`src/scc_pkg.sv`:
```
// Package with constants, types and carriers of the synthesizer channel configuration block
//
// Operation
// - Synthesizer runs only in prepare, transmit, receive
// - Off to prepare: ready flag after lock
// - Commit in prepare retunes, ready on lock
// - Lock loss raises error flag, no state change
// - Lock regained on its own raises ready
// - Off and back forces a fresh tuning run
// - Lock condition readable in a status bit
// - Mode register write applies staged values
// - Scheme 0: base plus index times spacing
// - Base is 16 bits, two bytes
// - Index is 9 bits, top bit in mode
// - Spacing is 8 bits, 25 kHz units
// - Band offset zero or 1.5 GHz
// - Scheme 1: 24-bit word, sub-GHz only
// - Scheme 2: 24-bit word, sub-GHz only
// - Scheme 3: 24-bit word, 2.4 GHz only
// - Base resets to 0x8CF8
// - Mode register layout, zero reset
// - Lock bit reads one while locked
package scc_pkg;

  // ----------------------------------------------------------------
  // Register offsets
  // ----------------------------------------------------------------
  localparam logic [7:0] ADDR_SPACING = 8'h00;    // Channel spacing
  localparam logic [7:0] ADDR_BASE_LOW = 8'h01;   // Base frequency low byte
  localparam logic [7:0] ADDR_BASE_HIGH = 8'h02;  // Base frequency high byte
  localparam logic [7:0] ADDR_INDEX_LOW = 8'h03;  // Channel index low byte
  localparam logic [7:0] ADDR_MODE = 8'h04;       // Channel mode, commits on write
  localparam logic [7:0] ADDR_STATUS = 8'h05;     // Lock status

  // ----------------------------------------------------------------
  // Field positions
  // ----------------------------------------------------------------
  localparam int MODE_SCHEME_MSB = 7;  // Scheme select top bit
  localparam int MODE_SCHEME_LSB = 6;  // Scheme select low bit
  localparam int MODE_TOP_BIT = 0;     // Channel index top bit
  localparam int STATUS_LOCK_BIT = 1;  // Lock status bit

  // ----------------------------------------------------------------
  // Values after reset
  // ----------------------------------------------------------------
  localparam logic [7:0] RST_SPACING = 8'h08;
  localparam logic [7:0] RST_BASE_LOW = 8'hF8;
  localparam logic [7:0] RST_BASE_HIGH = 8'h8C;
  localparam logic [7:0] RST_INDEX_LOW = 8'h00;
  localparam logic [1:0] RST_SCHEME = 2'h0;
  localparam logic RST_TOP_BIT = 1'b0;

  // ----------------------------------------------------------------
  // Frequency figures
  // ----------------------------------------------------------------
  localparam int STEP_KHZ = 25;             // Resolution of the default scheme
  localparam int OFFSET_2G4_KHZ = 1500000;  // Band offset of the 2.4 GHz radio
  localparam logic [17:0] OFFSET_2G4_STEPS = 18'(OFFSET_2G4_KHZ / STEP_KHZ);

  // Cycles after a tuning start before the lock input is trusted
  localparam logic [2:0] TUNE_GUARD_CYCLES = 3'h4;

  // ----------------------------------------------------------------
  // Enumerations
  // ----------------------------------------------------------------
  typedef enum logic [1:0] {
    SCHEME_IEEE = 2'h0,
    SCHEME_FINE_LOW = 2'h1,
    SCHEME_FINE_MID = 2'h2,
    SCHEME_FINE_2G4 = 2'h3
  } scc_scheme_t;

  typedef enum logic [2:0] {
    TRX_OFF = 3'h0,
    TRX_PREP = 3'h1,
    TRX_TX = 3'h2,
    TRX_RX = 3'h3,
    TRX_SLEEP = 3'h4
  } scc_trx_state_t;

  typedef enum logic [1:0] {
    PLL_IDLE = 2'h0,
    PLL_TUNE = 2'h1,
    PLL_LOCKED = 2'h2,
    PLL_UNLOCKED = 2'h3
  } scc_pll_state_t;

  // ----------------------------------------------------------------
  // Carriers
  // ----------------------------------------------------------------
  typedef struct packed {
    logic [7:0] addr;
    logic [7:0] wdata;
    logic wr;
    logic rd;
  } scc_bus_req_t;

  typedef struct packed {
    logic [7:0] spacing;
    logic [7:0] base_high;
    logic [7:0] base_low;
    logic [7:0] index_low;
    scc_scheme_t scheme;
    logic index_top;
  } scc_chan_cfg_t;

  typedef struct packed {
    scc_scheme_t scheme;
    logic [17:0] freq_steps;
    logic [23:0] fine_word;
  } scc_tune_t;

endpackage : scc_pkg

```
`src/scc_sync2.sv`:
```
// Two-flop synchronizer for the analog lock and settled levels
`timescale 1ns/100ps
`default_nettype none

module scc_sync2 (
  input wire logic ref_clk_i,     // Block clock
  input wire logic reset_i,       // Synchronous reset, active high
  input wire logic [1:0] async_i, // Levels from outside the clock domain
  output logic [1:0] sync_o       // Levels after two flops
);

  // ----------------------------------------------------------------
  // State
  // ----------------------------------------------------------------
  typedef struct packed {
    logic [1:0] stage1; // First flop, read only by the second
    logic [1:0] stage2; // Second flop
  } scc_sync_state_t;

  scc_sync_state_t q;
  scc_sync_state_t next_q;

  // Shift the levels one stage per clock
  always_comb begin
    next_q = q;
    next_q.stage1 = async_i;
    next_q.stage2 = q.stage1;
  end

  // Register the state
  always_ff @(posedge ref_clk_i) begin
    if (reset_i) begin
      q <= '0;
    end else begin
      q <= next_q;
    end
  end

  assign sync_o = q.stage2;

endmodule : scc_sync2

`default_nettype wire

```
`src/scc_chan_calc.sv`:
```
// Channel frequency calculation from one channel configuration
`timescale 1ns/100ps
`default_nettype none

module scc_chan_calc #(
  parameter bit IS_2G4 = 1'b0 // High for the 2.4 GHz radio
) (
  input wire scc_pkg::scc_chan_cfg_t cfg_i, // Configuration to evaluate
  output scc_pkg::scc_tune_t tune_o,        // Resulting tuning word
  output logic applies_o                    // Scheme is valid for this radio
);

  logic [8:0] index;
  logic [16:0] product;
  logic [17:0] sum;

  // Index, product and base sum of the default scheme
  always_comb begin
    index = {cfg_i.index_top, cfg_i.index_low};
    product = 17'(index) * 17'(cfg_i.spacing);
    sum = 18'({cfg_i.base_high, cfg_i.base_low}) + 18'(product);
    tune_o.scheme = cfg_i.scheme;
    tune_o.freq_steps = IS_2G4 ? 18'(sum + scc_pkg::OFFSET_2G4_STEPS) : sum;
    tune_o.fine_word = {cfg_i.base_high, cfg_i.base_low, cfg_i.index_low};
  end

  // Whether the scheme is used by this radio
  always_comb begin
    case (cfg_i.scheme)
      scc_pkg::SCHEME_IEEE: applies_o = 1'b1;
      scc_pkg::SCHEME_FINE_LOW: applies_o = !IS_2G4;
      scc_pkg::SCHEME_FINE_MID: applies_o = !IS_2G4;
      scc_pkg::SCHEME_FINE_2G4: applies_o = IS_2G4;
      default: applies_o = 1'b0;
    endcase
  end

endmodule : scc_chan_calc

`default_nettype wire

```
`src/scc_channel_config.sv`:
```
// Channel configuration registers and lock sequencing of one synthesizer
//
// The address-and-strobe port and the placing of the registers were left to the implementer.
`timescale 1ns/100ps
`default_nettype none

module scc_channel_config #(
  parameter bit IS_2G4 = 1'b0 // High for the 2.4 GHz radio
) (
  input wire logic ref_clk_i,                      // 20 MHz block clock
  input wire logic reset_i,                        // Synchronous reset, active high
  input wire scc_pkg::scc_bus_req_t bus_i,         // Register access request
  output logic [7:0] rdata_o,                      // Read data, cycle after read
  input wire scc_pkg::scc_trx_state_t trx_state_i, // Transceiver state, same clock
  input wire logic pll_lock_i,                     // Analog lock level, asynchronous
  input wire logic analog_settled_i,               // Analog settled level, asynchronous
  output logic synth_enable_o,                     // Synthesizer powered
  output logic tune_start_o,                       // One-cycle pulse to start tuning
  output scc_pkg::scc_tune_t tune_o,               // Active tuning word
  output logic ready_irq_flag_o,                   // One-cycle ready event
  output logic error_irq_flag_o                    // One-cycle lock loss event
);

  // ----------------------------------------------------------------
  // State of the block
  // ----------------------------------------------------------------
  typedef struct packed {
    scc_pkg::scc_chan_cfg_t shadow;  // Staged register bytes
    scc_pkg::scc_tune_t active;      // Word the synthesizer runs on
    scc_pkg::scc_pll_state_t pll;    // Lock sequencer state
    logic [2:0] guard;               // Cycles left before lock is trusted
    logic [7:0] rdata;               // Read data register
    logic tune_start;                // Tuning start pulse
    logic ready_flag;                // Ready event pulse
    logic error_flag;                // Error event pulse
  } scc_state_t;

  // Values after reset
  localparam scc_pkg::scc_chan_cfg_t RST_CFG = '{
    spacing: scc_pkg::RST_SPACING,
    base_high: scc_pkg::RST_BASE_HIGH,
    base_low: scc_pkg::RST_BASE_LOW,
    index_low: scc_pkg::RST_INDEX_LOW,
    scheme: scc_pkg::SCHEME_IEEE,
    index_top: scc_pkg::RST_TOP_BIT
  };

  scc_state_t q;       // Registered state
  scc_state_t next_q;  // Next state

  // ----------------------------------------------------------------
  // Helper signals
  // ----------------------------------------------------------------
  logic [1:0] analog_sync;                // Lock and settled after sync
  logic lock_s;                           // Synchronized lock
  logic settled_s;                        // Synchronized settled
  scc_pkg::scc_chan_cfg_t candidate;      // Shadow with the mode byte of a write
  scc_pkg::scc_tune_t candidate_tune;     // Word computed from the candidate
  scc_pkg::scc_tune_t reset_tune;         // Word computed from reset values
  logic candidate_applies;                // Candidate scheme valid here
  logic commit;                           // Mode register written this cycle
  logic active_state;                     // Transceiver in a synthesizer state

  // Decide whether a transceiver state needs the synthesizer
  function automatic logic synth_state(input scc_pkg::scc_trx_state_t s);
    case (s)
      scc_pkg::TRX_PREP: synth_state = 1'b1;
      scc_pkg::TRX_TX: synth_state = 1'b1;
      scc_pkg::TRX_RX: synth_state = 1'b1;
      default: synth_state = 1'b0;
    endcase
  endfunction : synth_state

  // ----------------------------------------------------------------
  // Submodules
  // ----------------------------------------------------------------

  // Analog levels enter the clock domain here
  scc_sync2 u_sync (
    .ref_clk_i(ref_clk_i),
    .reset_i(reset_i),
    .async_i({analog_settled_i, pll_lock_i}),
    .sync_o(analog_sync)
  );

  assign lock_s = analog_sync[0];
  assign settled_s = analog_sync[1];

  // Frequency of the configuration that a commit would apply
  scc_chan_calc #(
    .IS_2G4(IS_2G4)
  ) u_calc (
    .cfg_i(candidate),
    .tune_o(candidate_tune),
    .applies_o(candidate_applies)
  );

  // Frequency of the reset configuration
  scc_chan_calc #(
    .IS_2G4(IS_2G4)
  ) u_calc_reset (
    .cfg_i(RST_CFG),
    .tune_o(reset_tune),
    .applies_o()
  );

  // ----------------------------------------------------------------
  // Commit candidate
  // ----------------------------------------------------------------

  // Staged bytes plus the mode byte carried by a write in this cycle
  always_comb begin
    candidate = q.shadow;
    candidate.scheme = scc_pkg::scc_scheme_t'(
      bus_i.wdata[scc_pkg::MODE_SCHEME_MSB:scc_pkg::MODE_SCHEME_LSB]);
    candidate.index_top = bus_i.wdata[scc_pkg::MODE_TOP_BIT];
    commit = bus_i.wr && (bus_i.addr == scc_pkg::ADDR_MODE);
    active_state = synth_state(trx_state_i);
  end

  // ----------------------------------------------------------------
  // Next state
  // ----------------------------------------------------------------

  // Register file, commit and lock sequencing
  always_comb begin
    next_q = q;
    next_q.tune_start = 1'b0;
    next_q.ready_flag = 1'b0;
    next_q.error_flag = 1'b0;
    next_q.rdata = 8'h00;

    // Register writes go to the shadow bytes only
    if (bus_i.wr) begin
      case (bus_i.addr)
        scc_pkg::ADDR_SPACING: begin
          next_q.shadow.spacing = bus_i.wdata;
        end
        scc_pkg::ADDR_BASE_LOW: begin
          next_q.shadow.base_low = bus_i.wdata;
        end
        scc_pkg::ADDR_BASE_HIGH: begin
          next_q.shadow.base_high = bus_i.wdata;
        end
        scc_pkg::ADDR_INDEX_LOW: begin
          next_q.shadow.index_low = bus_i.wdata;
        end
        scc_pkg::ADDR_MODE: begin
          next_q.shadow.scheme = candidate.scheme;
          next_q.shadow.index_top = candidate.index_top;
        end
        default: begin
          // Unmapped or read-only offset: write ignored
        end
      endcase
    end

    // All staged bytes reach the tuning word in one cycle
    if (commit && candidate_applies) begin
      next_q.active = candidate_tune;
    end

    // Register reads, data stands in the next cycle only
    if (bus_i.rd) begin
      case (bus_i.addr)
        scc_pkg::ADDR_SPACING: begin
          next_q.rdata = q.shadow.spacing;
        end
        scc_pkg::ADDR_BASE_LOW: begin
          next_q.rdata = q.shadow.base_low;
        end
        scc_pkg::ADDR_BASE_HIGH: begin
          next_q.rdata = q.shadow.base_high;
        end
        scc_pkg::ADDR_INDEX_LOW: begin
          next_q.rdata = q.shadow.index_low;
        end
        scc_pkg::ADDR_MODE: begin
          next_q.rdata[scc_pkg::MODE_SCHEME_MSB:scc_pkg::MODE_SCHEME_LSB] =
            q.shadow.scheme;
          next_q.rdata[scc_pkg::MODE_TOP_BIT] = q.shadow.index_top;
        end
        scc_pkg::ADDR_STATUS: begin
          next_q.rdata[scc_pkg::STATUS_LOCK_BIT] =
            (q.pll == scc_pkg::PLL_LOCKED);
        end
        default: begin
          // Unmapped offset reads as zero
        end
      endcase
    end

    // Guard countdown after a tuning start
    if (q.guard != 3'h0) begin
      next_q.guard = q.guard - 3'h1;
    end

    // Lock sequencer
    if (!active_state) begin
      // Synthesizer off outside the active states
      next_q.pll = scc_pkg::PLL_IDLE;
      next_q.guard = 3'h0;
    end else begin
      case (q.pll)
        scc_pkg::PLL_IDLE: begin
          // Entry from off: start a fresh tuning run
          next_q.pll = scc_pkg::PLL_TUNE;
          next_q.tune_start = 1'b1;
          next_q.guard = scc_pkg::TUNE_GUARD_CYCLES;
        end
        scc_pkg::PLL_TUNE: begin
          if (commit && candidate_applies) begin
            // New channel during tuning: restart
            next_q.tune_start = 1'b1;
            next_q.guard = scc_pkg::TUNE_GUARD_CYCLES;
          end else if (q.guard == 3'h0 && lock_s && settled_s) begin
            // Locked and settled: report ready
            next_q.pll = scc_pkg::PLL_LOCKED;
            next_q.ready_flag = 1'b1;
          end
        end
        scc_pkg::PLL_LOCKED: begin
          if (commit && candidate_applies) begin
            // Retune on the new channel
            next_q.pll = scc_pkg::PLL_TUNE;
            next_q.tune_start = 1'b1;
            next_q.guard = scc_pkg::TUNE_GUARD_CYCLES;
          end else if (!lock_s) begin
            // Lock lost: error only, transceiver state untouched
            next_q.pll = scc_pkg::PLL_UNLOCKED;
            next_q.error_flag = 1'b1;
          end
        end
        scc_pkg::PLL_UNLOCKED: begin
          if (commit && candidate_applies) begin
            // Retune on the new channel
            next_q.pll = scc_pkg::PLL_TUNE;
            next_q.tune_start = 1'b1;
            next_q.guard = scc_pkg::TUNE_GUARD_CYCLES;
          end else if (lock_s) begin
            // Lock regained without help
            next_q.pll = scc_pkg::PLL_LOCKED;
            next_q.ready_flag = 1'b1;
          end
        end
        default: begin
          next_q.pll = scc_pkg::PLL_IDLE;
        end
      endcase
    end
  end

  // ----------------------------------------------------------------
  // State register
  // ----------------------------------------------------------------

  // Reset loads the documented register values and the matching word
  always_ff @(posedge ref_clk_i) begin
    if (reset_i) begin
      q.shadow <= RST_CFG;
      q.active <= reset_tune;
      q.pll <= scc_pkg::PLL_IDLE;
      q.guard <= 3'h0;
      q.rdata <= 8'h00;
      q.tune_start <= 1'b0;
      q.ready_flag <= 1'b0;
      q.error_flag <= 1'b0;
    end else begin
      q <= next_q;
    end
  end

  // ----------------------------------------------------------------
  // Outputs
  // ----------------------------------------------------------------
  assign rdata_o = q.rdata;
  assign synth_enable_o = (q.pll != scc_pkg::PLL_IDLE);
  assign tune_start_o = q.tune_start;
  assign tune_o = q.active;
  assign ready_irq_flag_o = q.ready_flag;
  assign error_irq_flag_o = q.error_flag;

endmodule : scc_channel_config

`default_nettype wire

```
`config.mk`:
```
export PLATFORM = sky130hd
export DESIGN_NAME = scc_channel_config
export DESIGN_NICKNAME = d
export VERILOG_FILES = /design/src/scc_pkg.sv /design/src/scc_sync2.sv /design/src/scc_chan_calc.sv /design/src/scc_channel_config.sv
export SDC_FILE = /design/constraint.sdc
export NUM_CORES = 1
export LEC_CHECK = 0
export ABC_AREA = 1
export BUFFER_PORTS_ARGS = -buffer_cell sky130_fd_sc_hd__buf_4
export CAP_MARGIN = 20
export CORE_MARGIN = 10
export CORE_UTILIZATION = 40
export DETAILED_ROUTE_END_ITERATION = 7
export HOLD_SLACK_MARGIN = 0.03
export PLACE_DENSITY = 0.55
export SKIP_LAST_GASP = 1
export SLEW_MARGIN = 25
export SYNTH_ARGS = -nofsm -noshare
export SYNTH_HDL_FRONTEND = slang
export SYNTH_SLANG_ARGS = --single-unit
```
`constraint.sdc`:
```
create_clock -name ref_clk_i -period 4.5 [get_ports ref_clk_i]
set_clock_uncertainty 0.2 [all_clocks]
set_input_delay 0.45 -clock ref_clk_i [delete_from_list [all_inputs] [get_ports ref_clk_i]]
set_output_delay 0.45 -clock ref_clk_i [all_outputs]
set_load 0.02 [all_outputs]
```
==> results.yml <==
die:
  die_area_um2: 24160
  fp.dieH_um: 155.4
  die_w_um: 155.4
  num_rows: 49
  core-area_um2: 18020
  io_pins: 81
  start_util_pct: 40.70
synthesis:
  synth_ff_type: "dfxtp_1"
  yosysWarnings: 0
  synth_top_family_by_area: "simple AND/OR/NAND/NOR gates"
  ys_types: 38
  synth_cells: 1001
  synth.most_common_cell: "nand2_1"
  synthMuxAreaShare_pct: 0
  synthSimpleGateAreaFrac_pct: 23.04
  ys_ff_latch: 99
  synthTopCellsByArea: "dfxtp_1 27%, fa_1 16%, nand2_1 12%, inv_1 10%, ha_1 6.8%"
  synth_seq_area_share_pct: 27.02
  synth_top_area_share_pct: 27.02
  yosys.area_share.xor_xnor_pct: 0.7164
  synth_commonest_cells: "241 x nand2_1, 199 x inv_1, 99 x dfxtp_1, 76 x nor2_1, 57 x fa_1"
  syn-num-nets: 1123
  async_flop_share_pct: 0
  synth.avg_cell_area_um2: 7.328
  netlist_area_um2: 7336
  yosysTopAreaCell: "dfxtp_1"
  synthAdderAreaFrac_pct: 22.38
  synth_compound_area_share_pct: 8.460
  synth-edff-count: 0
cts:
  h-tree-depth: 3
  ctsLongestPathBuffers: 2
  clk_pin_slew_ps: 80
  clock-sinks: 99
  clock_latency_ps: 360
  cts-root-buf: "clkbuf_16"
  postCtsSetupRepairBufs: 0
  cts_tree: "yes"
  numCtsBuffers: 9
critical_path:
  crit_path_frequent_cell: "inv_1"
  required_ps: 4560
  worstSetupPathType: "reg2reg"
  critPathTopFamily: "adder cells"
  worstSetupStartpointType: "flop"
  crit_buf_inv: 6
  critPathMaxStageDelay_ps: 560
  crit_fanout: 7
  cp.arrival_ps: 4310
  reg2reg_from: "candidate[10]"
  cp-end-kind: "flop"
  worst_path_max_delay_cell: "fa_1"
  startpoint: "candidate[10]"
  path_cells: "buf_4 -> nand2_1 -> inv_1 -> fa_1 -> fa_1 -> inv_1 -> fa_1 -> fa_1 -> inv_1 -> ha_2 -> nand2_1 -> nor2_2 -> inv_1 -> nor2_1 -> nand2_1 -> nand3_1 -> nand3_1 -> nand2_1 -> inv_1"
cells_and_area:
  layout.cells.non_filler: 1268
  area_growth_pct: 11.96
  diodes: 0
  drive_above_1_share_pct: 18.38
  utilization_pct: 45.56
  nets: 1156
grt:
  antenna_found_initial: 0
  grt_pass1_vias: 5684
  grt_pass1_wl_um: 29840
  grt_max_degree: 55
  grt_usage_pct: 15.22
  overflow: 0
place:
  dp.cells: 1252
  dp_slack_ps: 62.33
  io_buffers: 80
  hpwl_um: 14560
  gp_congestion: 0.8932
routing:
  first_pass_iters: 5
  post-route-drc-count: 0
  post_drt_wl_per_cell_um: 14.37
  viasPerCell: 4.675
  drt-initial-drc-count: 374
  wl_um: 18220
  drtAntennaViolNets: 0
  vias: 5928
timing:
  finalCriticalPeriod_ps: 4251
  setup_tns_ps: 0
  slew_headroom_pct: 39.89
  slew_viol_final: 0
  worstMarginPinSlew_ps: 899.5
  max_freq_mhz: 235.3
  finalSetupViolCount: 0
  rsz0062_at_grt: "yes"
  setup_ws_ps: 249.4
  fin_crit_sh_pct: 94.46
  final_hold_viol_count: 0
power:
  p_leak_nw: 4.195
  total_power_w: 0.001760
  ir_drop_mv: 0.1742
  powerDensity_nw_per_um2: 214.2
worst_hold_path:
  holdCritPathClass: "in2reg"
  hp-start: "pll_lock_i"
run_status:
  outcome: "finished, final reports clean"
job:
  maxCapViolations: 0
-- worst register-to-register path, cell delays in order (launching register included) --
cell	delay, ps
dfxtp_1	350
buf_4	180
nand2_1	70
inv_1	70
fa_1	430
fa_1	560
inv_1	60
fa_1	500
fa_1	540
inv_1	40
ha_2	370
nand2_1	120
nor2_2	170
inv_1	50
nor2_1	80
nand2_1	70
nand3_1	90
nand3_1	80
nand2_1	100
inv_1	40
-- where the power goes --
part           internal (W)  total (W)  switching (W)
combinational     0.0000313  0.0000865      0.0000552
clock              0.000403   0.000791       0.000389
sequential         0.000879   0.000882     0.00000281
total               0.00131    0.00176       0.000447
-- layout by cell type, fill, tap and decap left out, drive strengths merged, types with 4 or more instances in the layout --
master | netlist | final
nor2 | 83 | 83
inv | 207 | 208
or2 | 5 | 5
a21oi | 57 | 57
buf | 63 | 109
nor3 | 4 | 4
clkinv | 1 | 5
nand4 | 5 | 5
nand3 | 38 | 38
fa | 57 | 57
xnor2 | 4 | 4
o21ai | 43 | 43
o211ai | 6 | 6
dfxtp | 99 | 99
ha | 40 | 40
nand2 | 255 | 255
clkbuf | 24 | 10
-- flip-flops by register name, summed over array words and instances (netlist names) --
signal / cells
tune_o: 44
candidate: 32
q: 8
rdata_o: 8
u_sync.next_q: 2
u_sync.sync_o: 2
error_irq_flag_o: 1
ready_irq_flag_o: 1
tune_start_o: 1
-- logic make-up after synthesis --
kind of cell / after synthesis
adders and majority gates: 97
xor gates and xnor gates: 6
and+or+nand+nor: 394
buffers and inverters: 295
AOI/OAI and AO/OA: 110
DFF: 99
-- metrics by stage --
step / hold WS [ps] / cell area, um2
4_1_cts: 85.26 / 8185
3_5_place_dp: 199.1 / 7885
3_3_place_gp: 190.7 / 7885
5_1_grt: 106.3 / 8213
2_1_floorplan: 188.3 / 7336
6_report: 86.79 / 8213
-- cell type report --
cell class                      count  area (um2)
Clock buffer                       10       239.0
Clock inverter                      6       61.31
Fill cell                        1873        9812
Inverter                          208       780.7
Multi-Input combinational cell    607        4019
Sequential cell                    99        1996
Tap cell                          229       286.5
Timing Repair Buffer              109       830.8
-- timing repair --
item	CTS	global route
gates resized for setup	0	15
endpoints found under the setup margin	0	8
hold buffers	0	0
-- path summary, 6_finish.rpt --
check                           cells after the start  slack [ps]                to
worst max-delay path                               19         250        tune_o[40]
worst min-delay path                                3          90  u_sync.next_q[0]
worst max register to register                     19         250        tune_o[40]
worst min register to register                      2         200  u_sync.sync_o[1]
-- per-layer routing --
layer	global-route usage (%)	vias up	routed length (um)
met2	23.25	142	8204
met1	21.45	2752	8667
met3	3.088	20	1081
met5	0	-	0
met4	3.699	0	262
li1	-	3014	-
(Power assumes the default switching activity.)
